--- src/le_sync_pkg.sv ---
// Package with constants for the low-energy register synchroniser
// Functional notes
// - Delayed write lands after three peripheral edges
// - Pending flag set on write, cleared when done
// - Master never rewrites a register while pending
// - Master need not wait for pending to clear
// - Immediate mode updates register during the access
// - Write near peripheral edge waits, adding wait-states
// - Immediate command runs at next edge, pending meanwhile
// - Immediate mode: other pending flags read zero
// - Reads always return synchronized peripheral data
// - Completion is judged from pending flags, not readback
// - Hold bit suspends transfers in delayed mode
// - Clearing hold starts all held transfers
// - Hold bit exists but inert in immediate mode
// - Compat option applies pending discipline to immediate mode
package le_sync_pkg;
  localparam int DATA_W = 32;
  localparam int IDX_W = 3;
  localparam int NUM_DATA = 3;
  localparam int NUM_CHAN = 4;
  // Register indices on the link (byte address on the bus is four times these)
  localparam logic [IDX_W-1:0] IDX_DATA0 = 3'h0;
  localparam logic [IDX_W-1:0] IDX_CMD = 3'h3;
  localparam logic [IDX_W-1:0] IDX_HOLD = 3'h4;
  localparam logic [IDX_W-1:0] IDX_PEND = 3'h5;
  localparam logic [IDX_W-1:0] IDX_TICKS = 3'h6;
  localparam int HOLD_BIT = 0;
  localparam logic HOLD_RESET = 1'b0;
  localparam logic [DATA_W-1:0] REG_RESET = 32'h0000_0000;
  // Peripheral edges needed per transfer
  localparam logic [1:0] DELAYED_EDGES = 2'h3;
  localparam logic [1:0] IMM_CMD_EDGES = 2'h1;
  localparam logic [1:0] IMM_DATA_EDGES = 2'h0;
  // Bus side
  localparam int AXI_ADDR_W = 8;
  localparam logic [3:0] HOST_IDX_CTRL = 4'h8;
  localparam logic [3:0] HOST_IDX_STAT = 4'h9;
  localparam int CTRL_COMPAT_BIT = 0;
  localparam logic CTRL_RESET = 1'b0;
  localparam logic [3:0] FULL_STRB = 4'hf;
  localparam logic [1:0] RESP_OKAY = 2'h0;
  localparam logic [1:0] RESP_SLVERR = 2'h2;
endpackage

--- src/le_sync_if.sv ---
// Link between the bus-side bridge and the low-energy register block
interface le_sync_if;
  logic req;
  logic we;
  logic [le_sync_pkg::IDX_W-1:0] addr;
  logic [le_sync_pkg::DATA_W-1:0] wdata;
  logic ack;
  logic [le_sync_pkg::DATA_W-1:0] rdata;
  logic [le_sync_pkg::NUM_CHAN-1:0] pend;
  logic immediate;
  modport host_end (output req, output we, output addr, output wdata,
                    input ack, input rdata, input pend, input immediate);
  modport dev_end (input req, input we, input addr, input wdata,
                   output ack, output rdata, output pend, output immediate);
endinterface

--- src/le_sync_channel.sv ---
// One register transfer path from the bus domain into the peripheral domain
module le_sync_channel (
  input wire logic i_clk,
  input wire logic i_resetn,
  input wire logic i_load,
  input wire logic [le_sync_pkg::DATA_W-1:0] i_data,
  input wire logic i_edge,
  input wire logic i_hold,
  input wire logic [1:0] i_need,
  output logic [le_sync_pkg::DATA_W-1:0] o_value,
  output logic o_pending,
  output logic o_done
);
  logic [le_sync_pkg::DATA_W-1:0] staged;
  logic [1:0] edges;

  // Stage the write, count peripheral edges, then land the value
  always_ff @(posedge i_clk or negedge i_resetn) begin
    if (!i_resetn) begin
      staged <= le_sync_pkg::REG_RESET;
      o_value <= le_sync_pkg::REG_RESET;
      o_pending <= 1'b0;
      edges <= 2'h0;
      o_done <= 1'b0;
    end else begin
      o_done <= 1'b0;
      if (i_load) begin
        staged <= i_data; // A new write wins over a finishing one
        edges <= 2'h0;
        if (i_need == 2'h0) begin
          o_value <= i_data;
          o_pending <= 1'b0;
        end else begin
          o_pending <= 1'b1;
        end
      end else if (o_pending && i_edge && !i_hold) begin
        if (edges == i_need - 2'h1) begin
          o_value <= staged;
          o_pending <= 1'b0;
          o_done <= 1'b1;
        end else begin
          edges <= edges + 2'h1;
        end
      end
    end
  end
endmodule

--- src/le_sync_device.sv ---
// Low-energy peripheral register block with delayed and immediate synchronisation
module le_sync_device (
  input wire logic i_clk,
  input wire logic i_resetn,
  input wire logic i_le_clk,
  input wire logic i_immediate,
  output logic [le_sync_pkg::NUM_DATA*le_sync_pkg::DATA_W-1:0] o_le_data,
  output logic [le_sync_pkg::DATA_W-1:0] o_le_cmd,
  output logic o_cmd_exec,
  output logic [le_sync_pkg::NUM_CHAN-1:0] o_pending,
  output logic o_update_hold_bit,
  output logic [le_sync_pkg::DATA_W-1:0] o_le_ticks,
  le_sync_if.dev_end bus
);
  logic sync1;
  logic sync2;
  logic sync3;
  logic le_rise;
  logic edge_near;
  logic mode_imm;
  logic hold_eff;
  logic stall;
  logic take;
  logic [le_sync_pkg::NUM_CHAN-1:0] load;
  logic [le_sync_pkg::NUM_CHAN-1:0] done;
  logic [le_sync_pkg::NUM_CHAN-1:0] pend;
  logic [le_sync_pkg::DATA_W-1:0] value [le_sync_pkg::NUM_CHAN];
  logic [le_sync_pkg::DATA_W-1:0] next_rdata;
  logic ack_pulse;
  logic [le_sync_pkg::DATA_W-1:0] read_word;
  logic mode_shown;

  // Peripheral clock pin passes three flops before use
  always_ff @(posedge i_clk or negedge i_resetn) begin
    if (!i_resetn) begin
      sync1 <= 1'b0;
      sync2 <= 1'b0;
      sync3 <= 1'b0;
    end else begin
      sync1 <= i_le_clk;
      sync2 <= sync1;
      sync3 <= sync2;
    end
  end

  // Rising edge counted once while the second stage is high and the third still low
  always_ff @(posedge i_clk or negedge i_resetn) begin
    if (!i_resetn) begin
      le_rise <= 1'b0;
    end else begin
      le_rise <= sync2 & ~sync3;
    end
  end

  // An edge is in flight while the two later stages differ
  assign edge_near = sync2 ^ sync3;

  // Mode level from logic on the same clock, held in a flop
  always_ff @(posedge i_clk or negedge i_resetn) begin
    if (!i_resetn) begin
      mode_imm <= 1'b0;
    end else begin
      mode_imm <= i_immediate;
    end
  end

  // Hold only bites in delayed mode
  assign hold_eff = o_update_hold_bit & ~mode_imm;

  // Immediate writes to the data and command registers that collide with an edge wait a cycle
  assign stall = mode_imm & bus.we & (bus.addr <= le_sync_pkg::IDX_CMD) & edge_near;
  assign take = bus.req & ~ack_pulse & ~stall;

  // One load strobe per synchronised register
  always_comb begin
    for (int i = 0; i < le_sync_pkg::NUM_CHAN; i++) begin
      load[i] = take & bus.we & (bus.addr == i[le_sync_pkg::IDX_W-1:0]);
    end
  end

  // Independent transfer path for each register
  genvar g;
  generate
    for (g = 0; g < le_sync_pkg::NUM_CHAN; g++) begin : chan
      logic [1:0] need;
      if (g < le_sync_pkg::NUM_DATA) begin : data_need
        assign need = mode_imm ? le_sync_pkg::IMM_DATA_EDGES : le_sync_pkg::DELAYED_EDGES;
      end else begin : cmd_need
        assign need = mode_imm ? le_sync_pkg::IMM_CMD_EDGES : le_sync_pkg::DELAYED_EDGES;
      end
      le_sync_channel u_chan (
        .i_clk(i_clk),
        .i_resetn(i_resetn),
        .i_load(load[g]),
        .i_data(bus.wdata),
        .i_edge(le_rise),
        .i_hold(hold_eff),
        .i_need(need),
        .o_value(value[g]),
        .o_pending(pend[g]),
        .o_done(done[g])
      );
    end
  endgenerate

  // Peripheral-domain values seen by the peripheral logic
  always_comb begin
    for (int i = 0; i < le_sync_pkg::NUM_DATA; i++) begin
      o_le_data[i*le_sync_pkg::DATA_W +: le_sync_pkg::DATA_W] = value[i];
    end
  end
  assign o_le_cmd = value[le_sync_pkg::NUM_DATA];
  assign o_pending = pend;
  assign bus.pend = pend;

  // Command fires only when its transfer lands on an edge
  always_ff @(posedge i_clk or negedge i_resetn) begin
    if (!i_resetn) begin
      o_cmd_exec <= 1'b0;
    end else begin
      o_cmd_exec <= done[le_sync_pkg::NUM_DATA];
    end
  end

  // Hold bit takes effect at the write itself
  always_ff @(posedge i_clk or negedge i_resetn) begin
    if (!i_resetn) begin
      o_update_hold_bit <= le_sync_pkg::HOLD_RESET;
    end else if (take && bus.we && bus.addr == le_sync_pkg::IDX_HOLD) begin
      o_update_hold_bit <= bus.wdata[le_sync_pkg::HOLD_BIT];
    end
  end

  // Free count of peripheral edges, a peripheral-domain state
  always_ff @(posedge i_clk or negedge i_resetn) begin
    if (!i_resetn) begin
      o_le_ticks <= le_sync_pkg::REG_RESET;
    end else if (le_rise) begin
      o_le_ticks <= o_le_ticks + 32'h0000_0001;
    end
  end

  // Data and command reads come from the peripheral-side copies only
  always_comb begin
    next_rdata = le_sync_pkg::REG_RESET;
    case (bus.addr)
      3'h0, 3'h1, 3'h2, 3'h3: next_rdata = value[bus.addr[1:0]];
      le_sync_pkg::IDX_HOLD: next_rdata[le_sync_pkg::HOLD_BIT] = o_update_hold_bit;
      le_sync_pkg::IDX_PEND: next_rdata[le_sync_pkg::NUM_CHAN-1:0] = pend;
      le_sync_pkg::IDX_TICKS: next_rdata = o_le_ticks;
      default: next_rdata = le_sync_pkg::REG_RESET;
    endcase
  end

  // Acknowledge each taken request for one cycle
  always_ff @(posedge i_clk or negedge i_resetn) begin
    if (!i_resetn) begin
      ack_pulse <= 1'b0;
    end else begin
      ack_pulse <= take;
    end
  end

  // Capture read data with the acknowledge
  always_ff @(posedge i_clk or negedge i_resetn) begin
    if (!i_resetn) begin
      read_word <= le_sync_pkg::REG_RESET;
    end else if (take && !bus.we) begin
      read_word <= next_rdata;
    end
  end

  // Mode seen by the bridge
  always_ff @(posedge i_clk or negedge i_resetn) begin
    if (!i_resetn) begin
      mode_shown <= 1'b0;
    end else begin
      mode_shown <= mode_imm;
    end
  end

  assign bus.ack = ack_pulse;
  assign bus.rdata = read_word;
  assign bus.immediate = mode_shown;
endmodule

--- src/flat_wrapper.sv ---
// flat-port wrapper written by rule: the top's interface ports become plain ports
module le_sync_device_flat 
  (i_clk, i_resetn, i_le_clk, i_immediate, o_le_data, o_le_cmd, o_cmd_exec, o_pending, o_update_hold_bit, o_le_ticks, bus_req, bus_we, bus_addr, bus_wdata, bus_ack, bus_rdata, bus_pend, bus_immediate);
  le_sync_if bus_i ();
  input wire logic i_clk;
  input wire logic i_resetn;
  input wire logic i_le_clk;
  input wire logic i_immediate;
  output logic [le_sync_pkg::NUM_DATA*le_sync_pkg::DATA_W-1:0] o_le_data;
  output logic [le_sync_pkg::DATA_W-1:0] o_le_cmd;
  output logic o_cmd_exec;
  output logic [le_sync_pkg::NUM_CHAN-1:0] o_pending;
  output logic o_update_hold_bit;
  output logic [le_sync_pkg::DATA_W-1:0] o_le_ticks;
  input wire logic [$bits(bus_i.req)-1:0] bus_req;
  input wire logic [$bits(bus_i.we)-1:0] bus_we;
  input wire logic [$bits(bus_i.addr)-1:0] bus_addr;
  input wire logic [$bits(bus_i.wdata)-1:0] bus_wdata;
  output wire logic [$bits(bus_i.ack)-1:0] bus_ack;
  output wire logic [$bits(bus_i.rdata)-1:0] bus_rdata;
  output wire logic [$bits(bus_i.pend)-1:0] bus_pend;
  output wire logic [$bits(bus_i.immediate)-1:0] bus_immediate;
  assign bus_i.req = bus_req;
  assign bus_i.we = bus_we;
  assign bus_i.addr = bus_addr;
  assign bus_i.wdata = bus_wdata;
  assign bus_ack = bus_i.ack;
  assign bus_rdata = bus_i.rdata;
  assign bus_pend = bus_i.pend;
  assign bus_immediate = bus_i.immediate;
  le_sync_device u_core (.i_clk(i_clk), .i_resetn(i_resetn), .i_le_clk(i_le_clk), .i_immediate(i_immediate), .o_le_data(o_le_data), .o_le_cmd(o_le_cmd), .o_cmd_exec(o_cmd_exec), .o_pending(o_pending), .o_update_hold_bit(o_update_hold_bit), .o_le_ticks(o_le_ticks), .bus(bus_i));
endmodule
--- config.mk ---
export PLATFORM = sky130hd
export DESIGN_NAME = le_sync_device_flat
export DESIGN_NICKNAME = d
export VERILOG_FILES = /design/src/le_sync_pkg.sv /design/src/le_sync_if.sv /design/src/le_sync_channel.sv /design/src/le_sync_device.sv /design/src/flat_wrapper.sv
export SDC_FILE = /design/constraint.sdc
export NUM_CORES = 1
export LEC_CHECK = 0
export ABC_CLOCK_PERIOD_IN_PS = 2200
export BUFFER_PORTS_ARGS = -buffer_cell sky130_fd_sc_hd__buf_2
export CAP_MARGIN = 25
export CELL_PAD_IN_SITES_DETAIL_PLACEMENT = 1
export CELL_PAD_IN_SITES_GLOBAL_PLACEMENT = 2
export CORE_ASPECT_RATIO = 1.1
export CORE_UTILIZATION = 23
export CTS_CLUSTER_DIAMETER = 80
export DETAILED_ROUTE_END_ITERATION = 7
export PLACE_DENSITY_LB_ADDON = 0.1
export RECOVER_POWER = 25
export SLEW_MARGIN = 10
export SYNTH_ARGS = -nofsm -noshare
export SYNTH_HDL_FRONTEND = slang
export SYNTH_SLANG_ARGS = --single-unit
--- constraint.sdc ---
create_clock -name i_clk -period 2.2 [get_ports i_clk]
set_input_delay 0.44 -clock i_clk [delete_from_list [all_inputs] [get_ports i_clk]]
set_output_delay 0.44 -clock i_clk [all_outputs]
set_load 0.1 [all_outputs]
==> reports/metrics.csv <==
metric,value,unit
ANT nets after route,0,
cell count after placement,2320,
htree depth,2,
DR vias/cell,4.71,
proportion of layout cells with a drive suffix above 1,0.418,
post-synthesis compound-gate area fraction,0.101,
number of buffers inserted during clock tree synthesis,44,
Detailed Place HPWL,40.3,mm
CP max-delay cell,sky130_fd_sc_hd__dfrtp_1,
buffer depth of the longest clock path,3,
Max stage delay on crit path,0.37,ns
DR vias,11400,
number of synthesis warnings,0,
# fillers,7187,
die height,273,µm
area growth from synthesis to layout,29.0,%
Clock Skew,0.0337,ns
worst rel slew slack,-0.00594,
initial antenna violation count,4,
Clock Sinks,342,
final cell count without fillers,2411,
clock insertion delay at the later pin of the skew report,0.59,ns
detailed-router iteration count before antenna repair,4,
"sum of internal, switching and leakage power",0.0342,W
synthesized net count,1298,
combinational family with the most area after synthesis,simple AND/OR/NAND/NOR gates,
data arrival time of the worst path,2.58,ns
final count of negative-setup-slack endpoints,0,
largest net degree at the start of global routing,60,
number of max-slew violations in the final report,37,
post-synthesis register bit count,342,
CTS clock-pin slew for the worst setup and hold paths,0.06,ns
crit path cell chain,inv_2 > ha_4 > nand2b_4 > and4_4 > buf_12 > nor2_4 > buf_6 > clkbuf_16 > mux2_2,
Simple-Gate Fraction of Synth Area,0.147,
total core area,0.0655,mm²
"Hold Vio Cnt, Final",0,
worst reg2reg endpoint,u_core.chan[3].u_chan.o_value[28],
CTS tree,yes,
cell type contributing the most total cell area after synthesis,sky130_fd_sc_hd__dfrtp_1,
number of distinct standard cells referenced by the synthesized netlist,43,
startpoint of the worst register-to-register path,u_core.sync3,
routed wire length per instance,24.8,µm
wire length reported by the detailed router,59.7,mm
count of port buffers added during placement,244,
capturing instance or port of the critical path,u_core.chan[3].u_chan.o_value[28],
final worst path period need,2.12,ns
register-to-register setup slack,0.08,ns
width of the chip,248,µm
core occupancy in the finished layout,0.302,
area share of fa/ha/maj cells after synthesis,0.00163,
# nets final,1570,
Starting Density,0.234,
largest fanout of any net on the critical path,6,
cell row count,98,
most frequent cells in the layout,"sky130_fd_sc_hd__dfrtp_1, sky130_fd_sc_hd__buf_2, sky130_fd_sc_hd__nand2_1, sky130_fd_sc_hd__o221a_2, sky130_fd_sc_hd__mux2_2",
power density cells,1730,mW/mm²
post-synth design cell area,0.0153,mm²
hold slack final,0.137,ns
worst hold path class,in2reg,
synth top area cells,"sky130_fd_sc_hd__dfrtp_1, sky130_fd_sc_hd__o221a_2, sky130_fd_sc_hd__mux2_2",
Residual DRC,0,
area share of the largest cell type after synthesis,0.559,
Peak VDD IR,1.24,mV
vias in the first global route,11900,
most frequently used flop master after synthesis,sky130_fd_sc_hd__dfrtp_1,
number of maximum-capacitance violations,1,
unrepaired setup endpoints after global routing,false,
violation count after the first detailed-route iteration,503,
Worst Setup Start Kind,register,
number of primary I/O pins,245,
Mean Syn Cell Area,12.2,µm²
final worst path period share,0.966,
P_leak,8.93,nW
part of the Yosys area used for sequential elements,0.559,
die outline area,0.0677,mm²
remaining global-route overflow,0,
multiplexer share of the synthesized area,0.138,
"leading cell type in the layout, fill and taps excluded",sky130_fd_sc_hd__dfrtp_1,
area share of xor/xnor cells in the synthesized design,0.0183,
number of synthesized flops with an enable pin,0,
timing-limited maximum frequency,0.471,GHz
Worst Setup End Kind,register,
actual slew at the worst max-slew pin,1.51,ns
type of the worst setup path,reg2reg,
overall routing resource usage,0.175,
data required time at the worst endpoint,2.65,ns
gpl congestion,0.755,
run status,"complete, but fails checks",
wire length of the first global-routing pass,86.8,mm
Critical Path Start,u_core.sync3,
Async SR Flop Fraction,1.00,
FF-to-FF path depth,9,
violations in the final reports,"max-capacitance violations, max-slew violations",
number of standard cells after synthesis,1255,
clock root cell,sky130_fd_sc_hd__clkbuf_16,
setup_tns,0,ns
worst min-delay path by stage:
stage | from | to | cells after the start
global route | bus_wdata[5] | u_core.chan[0].u_chan.staged[5] | 3
CTS | bus_wdata[6] | u_core.chan[1].u_chan.staged[6] | 3
detailed placement | u_core.chan[3].u_chan.o_done | u_core.o_cmd_exec | 0
finish | bus_wdata[6] | u_core.chan[1].u_chan.staged[6] | 3
global placement | u_core.chan[3].u_chan.o_done | u_core.o_cmd_exec | 0
floorplan | i_resetn | u_core.bus.immediate | 0
timing repair:
action / in CTS / in global routing
setup buffers: 0 / 6
gates resized for setup: 0 / 12
setup endpoints to repair: 0 / 51
endpoints found under the hold margin: 35 / 0
hold buffers: 3 / 0
final cells by class:
type	count	area, µm²	share of cell area
sequential	342	8580	0.434
multi-input combinational	805	6350	0.321
timing repair buffer	328	2330	0.118
clock buffer	70	1330	0.0673
tap	850	1060	0.0538
clock inverter	8	82.6	0.00418
inverter	6	22.5	0.00114
antenna	2	5.00	0.000253
per-stage QoR:
| stage | setup slack (ns) | cell area [µm²] |
|---|---|---|
| finish | 0.0752 | 19800 |
| global placement | 0.0124 | 18200 |
| detailed placement | -0.0105 | 18200 |
| global route | 0.00574 | 19800 |
| floorplan | 0.00490 | 15300 |
| CTS | 0.00473 | 19600 |
kinds of logic (layout without fill, tap and decap cells):
kind of cell	after synthesis	count (layout)
adders and majority gates	2	2
and+or+nand+nor	447	447
DFF	342	342
xor gates and xnor gates	32	32
AOI/OAI and AO/OA	177	177
other	0	2
buffers and inverters	108	412
muxes	147	147
sequential cells by signal, indices dropped and copies added (netlist names), 4 cells and up:
signal                        flops
u_core.chan.u_chan.o_value      128
u_core.chan.u_chan.o_pending      4
u_core.chan.u_chan.edges          8
u_core.o_le_ticks                32
u_core.chan.u_chan.staged       128
u_core.bus.rdata                 32
report_power, final:
part           total [W]  switching [W]  leakage [nW]  internal, W
Sequential        0.0103        0.00201          4.28      0.00832
Clock            0.00709        0.00294         0.689      0.00415
Combinational     0.0168         0.0133          3.96      0.00353
Total             0.0342         0.0182          8.93       0.0160
synthesized netlist by cell type, types with 2 or more instances:
library cell,n
sky130_fd_sc_hd__buf_6,4
sky130_fd_sc_hd__o221a_1,3
sky130_fd_sc_hd__nand4_1,13
sky130_fd_sc_hd__xnor2_1,27
sky130_fd_sc_hd__a21oi_1,59
sky130_fd_sc_hd__and3_1,9
sky130_fd_sc_hd__o211ai_1,6
sky130_fd_sc_hd__a22oi_1,3
sky130_fd_sc_hd__nor2b_1,32
sky130_fd_sc_hd__nand3b_1,67
sky130_fd_sc_hd__xor2_1,5
sky130_fd_sc_hd__o2111ai_1,6
sky130_fd_sc_hd__mux2_4,28
sky130_fd_sc_hd__nand3_1,12
sky130_fd_sc_hd__buf_1,4
sky130_fd_sc_hd__nand2b_1,2
sky130_fd_sc_hd__inv_1,6
sky130_fd_sc_hd__mux4_2,32
sky130_fd_sc_hd__a21oi_2,2
sky130_fd_sc_hd__nand4b_1,2
sky130_fd_sc_hd__nand2_1,213
sky130_fd_sc_hd__buf_2,15
sky130_fd_sc_hd__buf_4,23
sky130_fd_sc_hd__nor4_1,2
sky130_fd_sc_hd__mux2_1,4
sky130_fd_sc_hd__nor2_1,44
sky130_fd_sc_hd__nor3_1,4
sky130_fd_sc_hd__and4_1,6
sky130_fd_sc_hd__o21ai_0,4
sky130_fd_sc_hd__or3_1,34
sky130_fd_sc_hd__ha_1,2
sky130_fd_sc_hd__and2_1,2
sky130_fd_sc_hd__dfrtp_1,342
sky130_fd_sc_hd__clkbuf_1,56
sky130_fd_sc_hd__mux2_2,71
sky130_fd_sc_hd__nor3b_1,2
sky130_fd_sc_hd__mux2i_1,11
sky130_fd_sc_hd__o221a_2,93
critical path: cells and delay by family (launching register included):
kind | cells | cell delay (ns)
adders and majority gates | 1 | 0.20
DFF | 1 | 0.37
muxes | 1 | 0.33
and+or+nand+nor | 3 | 0.51
buffers and inverters | 4 | 0.56
routing by layer:
layer  GRT usage  vias to the layer above  part of all wire
li1            -                     5079                 -
met2       0.285                      212              0.48
met5           0                        -           0.00028
met3      0.0244                       58             0.033
met4      0.0390                        2             0.016
met1       0.245                     6001              0.47
Note: power is estimated with default switching activity, not from simulation.
